`config.mk`:
```
export PLATFORM = sky130hd
export DESIGN_NAME = drmc_ctrl
export DESIGN_NICKNAME = d
export VERILOG_FILES = /design/src/core/drmc_pkg.sv /design/src/core/drmc_ctrl.sv
export VERILOG_INCLUDE_DIRS = /design/src /design/src/core
export SDC_FILE = /design/constraint.sdc
export NUM_CORES = 1
export LEC_CHECK = 0
export BUFFER_PORTS_ARGS = -buffer_cell sky130_fd_sc_hd__buf_4
export CAP_MARGIN = 20
export CORE_MARGIN = 2
export CORE_UTILIZATION = 59
export CTS_CLUSTER_DIAMETER = 30
export DETAILED_ROUTE_END_ITERATION = 10
export PLACE_DENSITY = 0.83
export SYNTH_ARGS = -nofsm -noshare
export SYNTH_HDL_FRONTEND = slang
export SYNTH_SLANG_ARGS = --single-unit
```
`constraint.sdc`:
```
create_clock -name mclk -period 3.6 [get_ports mclk]
set_input_delay 0.72 -clock mclk [delete_from_list [all_inputs] [get_ports mclk]]
set_output_delay 0.72 -clock mclk [all_outputs]
set_load 0.02 [all_outputs]
```
`src/core/drmc_params.svh`:
```
// timing, geometry and refresh constants for the 1k x 1 dram controller
// assumes a 10 MHz mclk and an external dram driven straight from flops
// Function
// - refresh means 32 reads covering every value of address bits 4..0
// - standard grade: complete all refresh reads within every 2 ms
// - fast grade: every row refreshed at least once per millisecond
// - one cycle strobe times each access; no precharge clock exists
// - read, write and read-then-write cycles chosen by read/write select
`ifndef DRMC_PARAMS_SVH
`define DRMC_PARAMS_SVH

`define DRMC_CLK_NS 100
`define DRMC_ADDR_W 10
`define DRMC_ROW_W 5
`define DRMC_ROWS 32
// refresh interval, microseconds, per grade
`define DRMC_TREF_STD_US 2000
`define DRMC_TREF_FAST_US 1000
// strobe timing in ns (slow grade figures cover both grades)
`define DRMC_T_AC_NS 30
`define DRMC_T_CV_NS 210
`define DRMC_T_CO_NS 185
`define DRMC_T_CC_NS 230
`define DRMC_T_WP_NS 50
`define DRMC_T_DH_NS 10
// least and longest times both round up to whole cycles
`define DRMC_UP(ns) (((ns) + `DRMC_CLK_NS - 1) / `DRMC_CLK_NS)
`define DRMC_AC_CYC `DRMC_UP(`DRMC_T_AC_NS)
`define DRMC_CV_CYC `DRMC_UP(`DRMC_T_CV_NS)
`define DRMC_CO_CYC `DRMC_UP(`DRMC_T_CO_NS)
`define DRMC_CC_CYC `DRMC_UP(`DRMC_T_CC_NS)
`define DRMC_WP_CYC `DRMC_UP(`DRMC_T_WP_NS)
`define DRMC_DH_CYC `DRMC_UP(`DRMC_T_DH_NS)
// per-row refresh spacing: interval / rows, rounded down
`define DRMC_RSTEP(us) (((us) * 1000) / (`DRMC_ROWS * `DRMC_CLK_NS))
`define DRMC_RSTEP_STD `DRMC_RSTEP(`DRMC_TREF_STD_US)
`define DRMC_RSTEP_FAST `DRMC_RSTEP(`DRMC_TREF_FAST_US)

`endif

```
`src/core/drmc_pkg.sv`:
```
// types shared by the dram controller
// assumes drmc_params.svh is included by the design
package drmc_pkg;
	typedef enum logic [1:0] {
		DRMC_OP_READ,
		DRMC_OP_WRITE,
		DRMC_OP_RMW
	} drmc_op_t;
	typedef enum logic [2:0] {
		DRMC_IDLE,
		DRMC_SETUP,
		DRMC_ON,
		DRMC_WPULSE,
		DRMC_HOLD,
		DRMC_OFF
	} drmc_state_t;
endpackage

```
`src/core/drmc_ctrl.sv`:
```
// controller for a 1k x 1 dynamic ram with one cycle strobe
// assumes the dram pins are wired straight to the outputs; dout is async
`timescale 1ns/1ps
`include "drmc_params.svh"
module drmc_ctrl
	import drmc_pkg::*;
#(
	parameter int REF_STEP_STD = `DRMC_RSTEP_STD,
	parameter int REF_STEP_FAST = `DRMC_RSTEP_FAST
) (
	input wire logic mclk,
	input wire logic rst_n,
	input wire logic fast_grade,
	input wire logic req_valid,
	input wire drmc_op_t req_op,
	input wire logic [`DRMC_ADDR_W-1:0] req_addr,
	input wire logic req_wdata,
	output logic req_ready,
	output logic rsp_valid,
	output logic rsp_rdata,
	output logic ram_strobe_n,
	output logic ram_write_n,
	output logic [`DRMC_ADDR_W-1:0] ram_addr,
	output logic ram_din,
	input wire logic ram_dout
);
	// longest access, take edge to the return to idle, in cycles
	localparam int LONG_CYC = `DRMC_AC_CYC + `DRMC_CV_CYC + `DRMC_WP_CYC +
		`DRMC_DH_CYC + `DRMC_CC_CYC;

	////////////////////////////////////////////////////////////////////
	// elaboration checks; a step not above the longest access could let
	// two ticks merge while one access runs, and one refresh would be lost
	initial begin
		if (REF_STEP_FAST <= LONG_CYC || REF_STEP_STD < REF_STEP_FAST ||
		    REF_STEP_STD > 65535)
			$error("drmc_ctrl: refresh step out of range");
		// read data is taken one cycle before the on time ends
		if (`DRMC_CV_CYC - 1 < `DRMC_CO_CYC || `DRMC_CC_CYC > 15)
			$error("drmc_ctrl: strobe timing does not fit the timer");
	end

	////////////////////////////////////////////////////////////////////
	// dram output pin synchroniser; first stage feeds only the second
	logic dout_s1_reg;
	logic dout_s2_reg;
	always_ff @(posedge mclk) begin
		dout_s1_reg <= ram_dout;
		dout_s2_reg <= dout_s1_reg;
	end

	////////////////////////////////////////////////////////////////////
	// refresh timer: one row due every step; grade picks the step
	logic [15:0] ref_cnt_reg;
	logic ref_due_reg;
	logic [`DRMC_ROW_W-1:0] row_reg;
	logic ref_take;
	logic [15:0] step;
	logic ref_tick;
	assign step = fast_grade ? 16'(REF_STEP_FAST) : 16'(REF_STEP_STD);
	// one tick per step; shared by the counter and the pending flag
	assign ref_tick = ref_cnt_reg >= step - 16'h0001;
	always_ff @(posedge mclk) begin
		if (!rst_n) begin
			ref_cnt_reg <= 16'h0000;
		end else if (ref_tick) begin
			ref_cnt_reg <= 16'h0000;
		end else begin
			ref_cnt_reg <= ref_cnt_reg + 16'h0001;
		end
	end
	// pending flag: a new tick wins over the take in the same cycle
	always_ff @(posedge mclk) begin
		if (!rst_n)
			ref_due_reg <= 1'b0;
		else if (ref_tick)
			ref_due_reg <= 1'b1;
		else if (ref_take)
			ref_due_reg <= 1'b0;
	end
	// row counter walks all 32 low-address values
	always_ff @(posedge mclk) begin
		if (!rst_n)
			row_reg <= '0;
		else if (ref_take)
			row_reg <= row_reg + 5'h01;
	end

	////////////////////////////////////////////////////////////////////
	// access sequencer; one strobe per cycle, no precharge
	drmc_state_t state_reg;
	logic [3:0] tmr_reg;
	logic is_ref_reg;
	drmc_op_t op_reg;
	logic wdata_reg;
	logic start;
	assign start = (state_reg == DRMC_IDLE) && (ref_due_reg || req_valid);
	// refresh is taken ahead of a waiting request
	assign ref_take = start && ref_due_reg;
	// last cycle of the strobe-on time; the sequencer and response share it
	function automatic logic on_last(drmc_state_t s, logic [3:0] t);
		return s == DRMC_ON && t <= 4'h1;
	endfunction

	always_ff @(posedge mclk) begin
		if (!rst_n) begin
			state_reg <= DRMC_IDLE;
			tmr_reg <= 4'h0;
		end else begin
			case (state_reg)
				DRMC_IDLE: begin
					if (start) begin
						state_reg <= DRMC_SETUP;
						tmr_reg <= 4'(`DRMC_AC_CYC);
					end
				end
				DRMC_SETUP: begin
					if (tmr_reg <= 4'h1) begin
						state_reg <= DRMC_ON;
						tmr_reg <= 4'(`DRMC_CV_CYC);
					end else
						tmr_reg <= tmr_reg - 4'h1;
				end
				DRMC_ON: begin
					// strobe low for the on time; output settles and is
					// sampled one cycle before the last on cycle
					if (on_last(state_reg, tmr_reg)) begin
						if (!is_ref_reg && op_reg != DRMC_OP_READ) begin
							state_reg <= DRMC_WPULSE;
							tmr_reg <= 4'(`DRMC_WP_CYC);
						end else begin
							state_reg <= DRMC_OFF;
							tmr_reg <= 4'(`DRMC_CC_CYC);
						end
					end else
						tmr_reg <= tmr_reg - 4'h1;
				end
				DRMC_WPULSE: begin
					// one-cycle write pulse with the strobe still low
					if (tmr_reg <= 4'h1) begin
						state_reg <= DRMC_HOLD;
						tmr_reg <= 4'(`DRMC_DH_CYC);
					end else
						tmr_reg <= tmr_reg - 4'h1;
				end
				DRMC_HOLD: begin
					// strobe and write rise together; din stays driven
					if (tmr_reg <= 4'h1) begin
						state_reg <= DRMC_OFF;
						tmr_reg <= 4'(`DRMC_CC_CYC);
					end else
						tmr_reg <= tmr_reg - 4'h1;
				end
				DRMC_OFF: begin
					if (tmr_reg <= 4'h1)
						state_reg <= DRMC_IDLE;
					else
						tmr_reg <= tmr_reg - 4'h1;
				end
				default: state_reg <= DRMC_IDLE;
			endcase
		end
	end

	// capture request at start; address held for the whole cycle
	// wdata stays until the next take, which covers the data hold
	always_ff @(posedge mclk) begin
		if (!rst_n) begin
			is_ref_reg <= 1'b0;
			op_reg <= DRMC_OP_READ;
			wdata_reg <= 1'b0;
			ram_addr <= '0;
		end else if (start) begin
			is_ref_reg <= ref_due_reg;
			op_reg <= ref_due_reg ? DRMC_OP_READ : req_op;
			wdata_reg <= req_wdata;
			// refresh puts the row on the low five bits and drives the upper five to zero
			ram_addr <= ref_due_reg ? {5'h00, row_reg} : req_addr;
		end
	end

	////////////////////////////////////////////////////////////////////
	// pin drive: strobe is the sole timing signal
	always_ff @(posedge mclk) begin
		if (!rst_n) begin
			ram_strobe_n <= 1'b1;
			ram_write_n <= 1'b1;
			ram_din <= 1'b0;
		end else begin
			// strobe high in idle and off keeps the ram in standby
			ram_strobe_n <= !(state_reg == DRMC_SETUP ||
			                  state_reg == DRMC_ON ||
			                  state_reg == DRMC_WPULSE);
			// write pulse only inside the strobe
			ram_write_n <= !(state_reg == DRMC_WPULSE);
			ram_din <= wdata_reg;
		end
	end

	////////////////////////////////////////////////////////////////////
	// response: read data is taken one cycle after the on time's last
	// cycle, so the synchroniser hands over the pin as it stood two cycles
	// before the strobe's end, past the output delay; earlier is stale
	logic rsp_pend_reg;
	always_ff @(posedge mclk) begin
		if (!rst_n)
			rsp_pend_reg <= 1'b0;
		else
			rsp_pend_reg <= on_last(state_reg, tmr_reg) && !is_ref_reg &&
				op_reg != DRMC_OP_WRITE;
	end
	// handshake pulses and read data
	always_ff @(posedge mclk) begin
		if (!rst_n) begin
			req_ready <= 1'b0;
			rsp_valid <= 1'b0;
			rsp_rdata <= 1'b0;
		end else begin
			req_ready <= start && !ref_due_reg;
			rsp_valid <= rsp_pend_reg;
			if (rsp_pend_reg)
				rsp_rdata <= dout_s2_reg;
		end
	end
endmodule

```
==> flow_metrics.env, run 1 <==
export IMPL_required_ns=3.76
export IMPL_synth_top_cell_area_share_pct=44.5
export IMPL_critical_path_peak_fanout=12
export IMPL_clockBufferDepth=2
export IMPL_yosys_cell_count_top_type="dfxtp_1"
export IMPL_synth_flop_cell="dfxtp_1"
export IMPL_firstDrtPassIters=4
export IMPL_detailed_place_hpwl_microns=3280
export IMPL_top_usage_layer="met2"
export IMPL_post_route_period_util_pct=58.3
export IMPL_cts_tree="yes"
export IMPL_top_level_port_count=34
export IMPL_post_layout_nonfiller_instances=339
export IMPL_route_final_wire_length_microns=4590
export IMPL_antennaDiodeCount=0
export IMPL_core_sq_um=3740
export IMPL_p_leak_uw=0.00103
export IMPL_post_synth_top_area_cell="dfxtp_1"
export IMPL_post_drt_wl_per_cell_microns=13.5
export IMPL_max_cap_violations=0
export IMPL_post_cts_hold_buffer_count=0
export IMPL_routed_via_count=1941
export IMPL_grt_overflow=0
export IMPL_number_of_placed_instances_taps_included=332
export IMPL_finalPower_uw=1830
export IMPL_final_hold_viol_count=0
export IMPL_post_synthesis_average_cell_area_sq_um=8.95
export IMPL_grt_met3_usage_pct=5.41
export IMPL_arrival_time_of_data_at_the_critical_path_endpoint_ns=2.26
export IMPL_post_cts_resized=0
export IMPL_ys_seq_area_share_pct=44.5
export IMPL_outcome="finished clean"
export IMPL_cts_setup_buffers=0
export IMPL_met1_grt_util_pct=32.0
export IMPL_ir_drop_mv=0.409
export IMPL_async_flop_share_pct=0
export IMPL_critPathCaptureType="register"
export IMPL_ys_ff_latch=52
export IMPL_synth_top_cells_by_area="dfxtp_1 (45%), ha_1 (5.4%), a21oi_1 (4.7%)"
export IMPL_drc=0
export IMPL_synth_commonest_cells="dfxtp_1 (52), nand2_1 (24), a21oi_1 (22), nand3_1 (17), nor2_1 (14)"
export IMPL_worst_margin_slew_ns=0.922
export IMPL_min_delay_path_class="register to register"
export IMPL_cts_made_buffers=5
export IMPL_clkTransAtPathRegs_ns=0.08
export IMPL_cts_sink_count=52
export IMPL_ant_nets=0
export IMPL_antenna_found_initial=0
export IMPL_layout_drive_gt1_share_pct=16.8
export IMPL_num_rows=22
export IMPL_fin_tns_setup_ns=0
export IMPL_full_die_area_sq_um=4480
export IMPL_synth_edf_count=0
export IMPL_largest_register_ff_count=16
export IMPL_areaGrowthSynthToFinish_pct=14.1
export IMPL_dieWidth_microns=66.9
export IMPL_finalWorstPathRequiredPeriod_ns=2.10
export IMPL_worstSetupStartpointType="input pin"
export IMPL_grt_max_degree=26
export IMPL_report_final_setup_viol=0
export IMPL_cts_max_level=2
export IMPL_start_util_pct=62.4
export IMPL_post_synth_num_cell_types=50
export IMPL_io_buffer_count=33
export IMPL_rsz0062_at_grt="false"
export IMPL_grt_util_met2_pct=36.3
export IMPL_fmax_ghz=0.476
export IMPL_yosys_warnings=0
export IMPL_timing_setup_critical_path_class="input pin to register"
export IMPL_design_final_nets=319
export IMPL_timing_max_slew_rel_slack_pct=38.5
export IMPL_worst_skew_pair_late_latency_ns=0.31
export IMPL_post_synth_instance_area_sq_um=2340
export IMPL_detail_route_iter0_violations=176
export IMPL_timing_final_max_slew_violations=0
export IMPL_cell_pwr_density_nw_per_um2=685
export IMPL_place_gp_congestion=0.825
export IMPL_grt_util_all_layers_pct=23.6
export IMPL_fp_dieH_microns=66.9
export IMPL_cts_root_buffer="clkbuf_8"
export IMPL_finalClockSkew_ns=0.00313
export IMPL_synthCells=261
export IMPL_drt_vias_per_instance=5.73
export IMPL_grt_pass1_wl_microns=8080
export IMPL_vias_in_the_first_global_route=1790
==> final cells by class <==
type | instances | area, sq um
multi-input combinational | 190 | 1200
fill | 292 | 1080
sequential | 52 | 1040
timing repair buffer | 33 | 248
clock buffer | 5 | 68.8
tap | 48 | 60.1
inverter | 9 | 33.8
clock inverter | 2 | 12.5
==> cell families (layout without fill, tap and decap cells) <==
logic type	Yosys count	after routing	share of synthesized area [%]
adders and majority gates	10	10	5.35
buffers and inverters	23	49	4.60
and+or+nand+nor	103	103	23.6
DFF	52	52	44.5
xor gates and xnor gates	12	12	4.50
AOI/OAI and AO/OA	58	58	16.4
other	1	5	0.160
muxes	2	2	0.857
==> metal layers <==
layer / share of wire, % / up-vias
li1: - / 997
met5: 0 / -
met3: 5.6 / 9
met1: 48 / 890
met2: 45 / 45
met4: 1.6 / 0
==> final timing paths <==
path	from	endpoint	slack (ns)	cells after the start
worst min register to register	dout_s1_reg$_DFF_P_	dout_s2_reg$_DFF_P_	0.33	0
worst max register to register	ref_cnt_reg[0]$_SDFF_PP0_	ref_cnt_reg[1]$_SDFF_PP0_	1.65	6
worst max-delay path	fast_grade	ref_cnt_reg[1]$_SDFF_PP0_	1.50	7
worst min-delay path	dout_s1_reg$_DFF_P_	dout_s2_reg$_DFF_P_	0.33	0
==> layout by cell type, fill, tap and decap left out, types with 2 or more instances in the layout <==
cell      count
nand3b_1      5
ha_1         10
and2_1        2
o21bai_1      2
xnor2_1       3
o211ai_1      4
buf_4        33
nand3_1      17
inv_1         8
a21o_1        2
nand4_1       4
and4_1        3
dfxtp_1      52
o21ai_0       9
nand2_1      24
xor2_1        9
or3_1         5
clkbuf_8      5
nor3_1       11
nor4_1        7
a211oi_1      2
a22o_1        2
mux2i_1       2
nand2b_1      3
a21oi_1      22
conb_1        5
o221ai_1      3
nor2_1       14
==> through the flow <==
stage,hold WS (ns),util (%),cell area [sq um],worst slack (ns)
finish,0.334,71.3,2670,1.50
global route,0.362,71.3,2670,1.33
CTS,0.335,71.3,2670,1.47
detailed placement,0.314,69.1,2590,1.14
global placement,0.310,69.1,2590,1.23
floorplan,0.310,-,2350,1.66
==> where the power goes <==
part	total (uW)	internal, uW	switching, uW
Sequential	810	680	130
Clock	315	132	183
Combinational	701	295	406
==> worst max-delay path, cell delays in order <==
cell     delay (ns)
buf_4          0.10
inv_1          0.07
ha_1           0.28
o21ai_0        0.08
a21o_1         0.16
a21oi_1        0.71
nor3_1         0.14
(Power assumes the default switching activity.)
==> inputs of run 2 (changes only) <==
--- a/config.mk
+++ b/config.mk
@@ -6,13 +6,14 @@
 export SDC_FILE = /design/constraint.sdc
 export NUM_CORES = 1
 export LEC_CHECK = 0
+export ABC_AREA = 1
 export BUFFER_PORTS_ARGS = -buffer_cell sky130_fd_sc_hd__buf_4
 export CAP_MARGIN = 20
 export CORE_MARGIN = 2
-export CORE_UTILIZATION = 59
+export CORE_UTILIZATION = 56
 export CTS_CLUSTER_DIAMETER = 30
 export DETAILED_ROUTE_END_ITERATION = 10
-export PLACE_DENSITY = 0.83
+export PLACE_DENSITY = 0.79
 export SYNTH_ARGS = -nofsm -noshare
 export SYNTH_HDL_FRONTEND = slang
 export SYNTH_SLANG_ARGS = --single-unit
==> constraint.sdc (replaced) <==
create_clock -name mclk -period 2.1 [get_ports mclk]
set_input_delay 0.42 -clock mclk [delete_from_list [all_inputs] [get_ports mclk]]
set_output_delay 0.42 -clock mclk [all_outputs]
set_load 0.02 [all_outputs]
==> run 2 against run 1 <==
  * Non-clock buffer count grew 1
  * Setup slack lost 0.98 ns
  * Critical endpoint is now tmr_reg[3]$_SDFFE_PN0P_
  * Largest power group unchanged
  * Highest routed layer unchanged
  * Global-route usage shrank 3.3 points
==> flow_metrics.env, run 2 <==
export IMPL_outcome="finished clean"
export IMPL_vias_in_the_first_global_route=1674
export IMPL_arrival_time_of_data_at_the_critical_path_endpoint_ns=1.77
export IMPL_cell_internal_pwr_uw=1860
export IMPL_worst_r2r_path_depth=9
export IMPL_worst_skew_pair_late_latency_ns=0.30
export IMPL_cts_sink_count=52
export IMPL_register_area_sq_um=1040
export IMPL_cts_root_buffer="clkbuf_8"
export IMPL_switching_power_uw=1170
export IMPL_slowest_delay_ns=0.34
export IMPL_antennaDiodeCount=0
export IMPL_cts_max_level=2
export IMPL_worstSetupStartpointType="register"
export IMPL_crit_path_top_delay_cell="dfxtp_1"
export IMPL_clkTransAtPathRegs_ns=0.08
export IMPL_fin_tns_setup_ns=0
export IMPL_critical_path_peak_fanout=6
export IMPL_post_cts_hold_buffer_count=0
export IMPL_cell_pwr_density_nw_per_um2=1110
export IMPL_finalClockSkew_ns=0.00530
export IMPL_dieWidth_microns=68.5
export IMPL_timing_final_max_slew_violations=0
export IMPL_grt_max_degree=22
export IMPL_route_final_wire_length_microns=4230
export IMPL_cts_setup_buffers=0
export IMPL_synth_flop_cell="dfxtp_1"
export IMPL_routed_via_count=1916
export IMPL_detailed_place_hpwl_microns=3080
export IMPL_fp_dieH_microns=68.5
export IMPL_min_delay_path_class="input pin to register"
export IMPL_report_final_setup_viol=0
export IMPL_grt_overflow=0
export IMPL_firstDrtPassIters=4
export IMPL_core_sq_um=4000
export IMPL_layout_cells_most_common="nand2_1"
export IMPL_post_drt_wl_per_cell_microns=10.9
export IMPL_clockBufferDepth=2
export IMPL_r2r_slack_ns=0.52
export IMPL_fillers=359
export IMPL_ys_seq_area_share_pct=44.7
export IMPL_finalWorstPathRequiredPeriod_ns=1.58
export IMPL_post_synth_top_area_cell="dfxtp_1"
export IMPL_ir_drop_mv=0.799
export IMPL_full_die_area_sq_um=4690
export IMPL_fmax_ghz=0.634
export IMPL_timing_setup_critical_path_class="register to register"
export IMPL_synth_top_cell_area_share_pct=44.7
export IMPL_yosys_cell_count_top_type="nand2_1"
export IMPL_min_from="ram_dout"
export IMPL_detail_route_iter0_violations=91
export IMPL_cp_cell_sequence="inv_1, ha_1, nor2_1, nor3_1, inv_1, nand2_2, inv_2, o21ai_2, nor2_1"
export IMPL_max_cap_violations=0
export IMPL_design_final_nets=367
export IMPL_ys_ff_latch=52
export IMPL_drt_vias_per_instance=4.93
export IMPL_antenna_found_initial=0
export IMPL_worst_margin_slew_ns=0.558
export IMPL_layout_drive_gt1_share_pct=19.2
export IMPL_post_route_period_util_pct=75.1
export IMPL_post_layout_nonfiller_instances=389
export IMPL_top_level_port_count=34
export IMPL_rsz0062_at_grt="false"
export IMPL_post_synth_num_cell_types=34
export IMPL_whs_endpoint="dout_s1_reg$_DFF_P_"
export IMPL_place_gp_congestion=0.904
export IMPL_synth_top_cells_by_area="dfxtp_1 (45%), nand2_1 (11%), inv_1 (5.6%)"
export IMPL_min_delay_path_depth=1
export IMPL_yosys_warnings=0
export IMPL_ant_nets=0
export IMPL_finalPower_uw=3030
export IMPL_io_buffer_count=33
export IMPL_drc=0
export IMPL_grt_pass1_wl_microns=7110
export IMPL_start_util_pct=58.2
export IMPL_number_of_placed_instances_taps_included=382
export IMPL_cts_made_buffers=5
export IMPL_p_leak_uw=0.00125
export IMPL_timing_max_slew_rel_slack_pct=62.8
export IMPL_multi_input_comb_area_sq_um=1100
export IMPL_grt_util_all_layers_pct=20.4
export IMPL_timing_hold_ws_ns=0.218
export IMPL_async_flop_share_pct=0
export IMPL_swShare_pct=38.7
export IMPL_post_synthesis_average_cell_area_sq_um=7.77
export IMPL_synth_edf_count=0
export IMPL_post_cts_resized=0
export IMPL_critPathCaptureType="register"
export IMPL_cts_tree="yes"
export IMPL_num_rows=23
export IMPL_required_ns=2.30
export IMPL_largest_register_ff_count=16
export IMPL_final_hold_viol_count=0
export IMPL_pwr_share_seq_pct=42.0
export IMPL_synth_commonest_cells="nand2_1 (69), dfxtp_1 (52), inv_1 (35), nor2_1 (34), nand3_1 (21)"
export IMPL_critical_r2r_launch="tmr_reg[0]$_SDFFE_PN0P_"
export IMPL_share_comb_of_total_power_pct=38.4
export IMPL_synthCells=300
export IMPL_clockPowerShare_pct=19.6
export IMPL_post_synth_instance_area_sq_um=2330
export IMPL_reg2reg_to="tmr_reg[3]$_SDFFE_PN0P_"
export IMPL_areaGrowthSynthToFinish_pct=16.9
export IMPL_final_cell_mix="nand2_1 (69), dfxtp_1 (52), inv_1 (35)"
-- run 2: worst max-delay path: cells and delay by family, from the launching register on --
family / cells / cell delay [ns]
AO/OA/AOI/OAI: 1 / 0.14
adder cells (fa/ha/maj): 1 / 0.18
buffers and inverters: 3 / 0.28
flip-flops: 1 / 0.34
AND/OR/NAND/NOR: 4 / 0.52
-- run 2: cell families after synthesis --
| group | after synthesis | synth area share (%) |
|---|---|---|
| xor gates and xnor gates | 9 | 3.38 |
| AOI/OAI and AO/OA | 30 | 7.63 |
| and+or+nand+nor | 149 | 30.1 |
| other | 1 | 0.161 |
| buffers and inverters | 49 | 8.65 |
| adders and majority gates | 10 | 5.37 |
| DFF | 52 | 44.7 |
-- run 2: how the worst max path moves through the flow --
stage                                  from                          to  slack [ns]
global placement                 fast_grade   ref_cnt_reg[7]$_SDFF_PP0_        0.44
finish              tmr_reg[0]$_SDFFE_PN0P_     tmr_reg[3]$_SDFFE_PN0P_        0.52
CTS                 tmr_reg[0]$_SDFFE_PN0P_     tmr_reg[3]$_SDFFE_PN0P_        0.51
global route        tmr_reg[0]$_SDFFE_PN0P_     tmr_reg[1]$_SDFFE_PN0P_        0.34
floorplan                        fast_grade  ref_cnt_reg[10]$_SDFF_PP0_        0.57
detailed placement               fast_grade   ref_cnt_reg[6]$_SDFF_PP0_        0.37
-- run 2: layout make-up --
class,instances,area share (%)
multi-input combinational,203,40.5
sequential,52,38.2
timing repair buffer,34,9.37
inverter,43,6.11
clock buffer,7,3.54
tap,50,2.30
-- run 2: metrics by stage --
| step | util [%] | cell area (sq um) | setup WS, ns |
|---|---|---|---|
| floorplan | - | 2340 | 0.568 |
| global placement | 65.7 | 2630 | 0.437 |
| detailed placement | 65.7 | 2630 | 0.370 |
| CTS | 68.1 | 2720 | 0.509 |
| global route | 68.1 | 2720 | 0.335 |
| finish | 68.1 | 2720 | 0.522 |
-- run 2: layer usage --
| layer | up-vias | global-route usage, % | share of wire, % |
|---|---|---|---|
| met4 | 0 | 6.75 | 1.8 |
| met3 | 8 | 6.33 | 3.1 |
| met5 | - | 0 | 0 |
| met2 | 30 | 34.7 | 49 |
| met1 | 862 | 24.3 | 46 |
| li1 | 1016 | - | - |
-- run 2: power by group through the flow --
| stage | Clock (uW) | Sequential (uW) | Combinational [uW] |
|---|---|---|---|
| 2_1_floorplan | 0 | 1350 | 850 |
| 4_1_cts | 611 | 1270 | 1180 |
| 5_1_grt | 647 | 1290 | 1330 |
| 3_5_place_dp | 0 | 1290 | 1160 |
| 3_3_place_gp | 0 | 1290 | 1140 |
| 6_report | 595 | 1270 | 1160 |
==> inputs of run 3 (changes only) <==
--- a/config.mk
+++ b/config.mk
@@ -10,10 +10,10 @@
 export BUFFER_PORTS_ARGS = -buffer_cell sky130_fd_sc_hd__buf_4
 export CAP_MARGIN = 20
 export CORE_MARGIN = 2
-export CORE_UTILIZATION = 56
+export CORE_UTILIZATION = 51
 export CTS_CLUSTER_DIAMETER = 30
 export DETAILED_ROUTE_END_ITERATION = 10
-export PLACE_DENSITY = 0.79
+export PLACE_DENSITY = 0.76
 export SYNTH_ARGS = -nofsm -noshare
 export SYNTH_HDL_FRONTEND = slang
 export SYNTH_SLANG_ARGS = --single-unit
==> constraint.sdc (replaced) <==
create_clock -name mclk -period 1.3 [get_ports mclk]
set_input_delay 0.26 -clock mclk [delete_from_list [all_inputs] [get_ports mclk]]
set_output_delay 0.26 -clock mclk [all_outputs]
set_load 0.02 [all_outputs]
==> run 3 against run 2 <==
  * The run now ends with negative setup slack left
  * Clock power up 50%
  * Count of clock-buffer cells in the layout down 2
  * Cell area up 14%
  * Critical path depth up 4
  * First-iteration DRC count down 29%
  * Global-route usage up 0.18 points
  * Cell count up 9.5%
  * Sequential power up 63%
  * Hold slack worse by 0.16 ns
  * Combinational power up 120%
  * Critical endpoint is now ref_due_reg$_SDFFE_PN0P_
==> flow_metrics.env, run 3 (synthesis gave the netlist of run 2 again) <==
export IMPL_outcome="finished, violations left"
export IMPL_violations="negative setup slack"
export IMPL_switching_power_uw=2170
export IMPL_report_final_setup_viol=18
export IMPL_cp_cell_sequence="ha_4, inv_2, nor2_2, nand2_1, nand2_1, nand2_1, nand2_1, nand2_2, buf_4, buf_6, nand4_1, nand2_1, inv_1"
export IMPL_detailed_place_area_sq_um=2920
export IMPL_post_cts_hold_buffer_count=0
export IMPL_critPathCaptureType="register"
export IMPL_timing_final_ws_setup_ns=-0.152
export IMPL_drc=0
export IMPL_cell_pwr_density_nw_per_um2=1760
export IMPL_number_of_placed_instances_taps_included=415
export IMPL_worst_skew_pair_late_latency_ns=0.30
export IMPL_place_gp_congestion=0.813
export IMPL_register_area_sq_um=1050
export IMPL_grt_util_all_layers_pct=20.6
export IMPL_worst_margin_slew_ns=0.602
export IMPL_design_final_nets=401
export IMPL_layout_cells_most_common="buf_4"
export IMPL_multi_input_comb_area_sq_um=1220
export IMPL_final_hold_viol_count=0
export IMPL_full_die_area_sq_um=5120
export IMPL_pwr_share_seq_pct=37.8
export IMPL_swShare_pct=39.5
export IMPL_grt_max_degree=21
export IMPL_clockPowerShare_pct=16.2
export IMPL_cp_common_cell="nand2_1"
export IMPL_cts_tree="yes"
export IMPL_share_comb_of_total_power_pct=46.0
export IMPL_start_util_pct=53.1
export IMPL_worstPathBufferInverterCount=4
export IMPL_post_drt_wl_per_cell_microns=11.2
export IMPL_min_delay_path_class="input pin to register"
export IMPL_areaGrowthSynthToFinish_pct=33.6
export IMPL_clkTransAtPathRegs_ns=0.09
export IMPL_slowest_delay_ns=0.35
export IMPL_io_buffer_count=33
export IMPL_ir_drop_mv=1.02
export IMPL_cts_max_level=2
export IMPL_top_level_port_count=34
export IMPL_grt_overflow=0
export IMPL_num_rows=24
export IMPL_finalWorstPathRequiredPeriod_ns=1.45
export IMPL_detail_route_iter0_violations=65
export IMPL_worst_r2r_path_depth=13
export IMPL_core_sq_um=4380
export IMPL_required_ns=1.55
export IMPL_cts_root_buffer="clkbuf_8"
export IMPL_rsz0062_at_grt="true"
export IMPL_max_cap_violations=0
export IMPL_fillers=350
export IMPL_fmax_ghz=0.689
export IMPL_worstSetupStartpointType="register"
export IMPL_timing_setup_critical_path_class="register to register"
export IMPL_postLayoutCellArea_sq_um=3110
export IMPL_fp_dieH_microns=71.6
export IMPL_cts_sink_count=52
export IMPL_finalClockSkew_ns=0.00546
export IMPL_layout_drive_gt1_share_pct=35.0
export IMPL_antenna_found_initial=0
export IMPL_family_of_cells_with_the_greatest_summed_delay_on_the_critical_path="simple AND/OR/NAND/NOR gates"
export IMPL_firstDrtPassIters=4
export IMPL_largest_register_ff_count=16
export IMPL_dieWidth_microns=71.6
export IMPL_antennaDiodeCount=0
export IMPL_final_cell_mix="buf_4 (66), nand2_1 (60), dfxtp_1 (46)"
export IMPL_post_layout_nonfiller_instances=426
export IMPL_drt_vias_per_instance=4.84
export IMPL_post_route_period_util_pct=112
export IMPL_min_delay_path_depth=1
export IMPL_cts_made_buffers=5
export IMPL_clockBufferDepth=2
export IMPL_crit_path_top_delay_cell="dfxtp_2"
export IMPL_routed_via_count=2061
export IMPL_vias_in_the_first_global_route=2057
export IMPL_detailed_place_hpwl_microns=3530
export IMPL_cell_internal_pwr_uw=3320
export IMPL_timing_final_max_slew_violations=0
export IMPL_critical_path_peak_fanout=2
export IMPL_arrival_time_of_data_at_the_critical_path_endpoint_ns=1.71
export IMPL_ant_nets=0
export IMPL_p_leak_uw=0.00143
export IMPL_grt_pass1_wl_microns=8460
export IMPL_timing_hold_ws_ns=0.0547
export IMPL_timing_max_slew_rel_slack_pct=59.8
export IMPL_route_final_wire_length_microns=4770
export IMPL_worstSetupPathDepth=13
[run 3: worst paths after layout]
check	startpoint	endpoint	slack [ns]
max	ref_cnt_reg[2]$_SDFF_PP0_	ref_due_reg$_SDFFE_PN0P_	-0.15
min	ram_dout	dout_s1_reg$_DFF_P_	0.05
max reg2reg	ref_cnt_reg[2]$_SDFF_PP0_	ref_due_reg$_SDFFE_PN0P_	-0.15
min reg2reg	dout_s1_reg$_DFF_P_	dout_s2_reg$_DFF_P_	0.35
[run 3: layout make-up]
cell class | instances | area share (%)
Clock buffer | 5 | 2.21
Sequential cell | 52 | 33.8
Multi-Input combinational cell | 203 | 39.1
Tap cell | 52 | 2.09
Clock inverter | 3 | 0.603
Timing Repair Buffer | 68 | 16.9
Inverter | 43 | 5.35
[run 3: power by group through the flow]
stage / logic [uW] / registers (uW) / clock network, uW
after floorplan: 1400 / 2180 / 0
after global placement: 2260 / 2080 / 0
after detailed placement: 2310 / 2080 / 0
after CTS: 2420 / 2060 / 920
after global routing: 2830 / 2100 / 965
final: 2520 / 2070 / 891
[run 3: through the flow]
| stage | utilization [%] | worst slack [ns] | total power (uW) | setup TNS, ns |
|---|---|---|---|---|
| global placement | 66.6 | -0.197 | 4340 | -3.24 |
| floorplan | - | -0.0173 | 3580 | -0.136 |
| detailed placement | 66.6 | -0.288 | 4390 | -4.09 |
| global route | 71.0 | -0.308 | 5900 | -4.89 |
| finish | 71.0 | -0.152 | 5490 | -1.86 |
| CTS | 69.7 | -0.178 | 5400 | -1.98 |
[run 3: per-layer routing]
layer,vias up,part of all wire [%],GRT usage (%)
met5,-,0,0
met4,0,1.3,6.71
met3,5,2.8,3.66
met2,29,51,37.9
met1,944,45,24.0
li1,1083,-,-
[run 3: what timing repair did]
item                                    4_1_cts  5_1_grt
buffers inserted                              1        2
pin swaps                                     4        1
gates resized for setup                      14       13
endpoints found under the setup margin       31       31
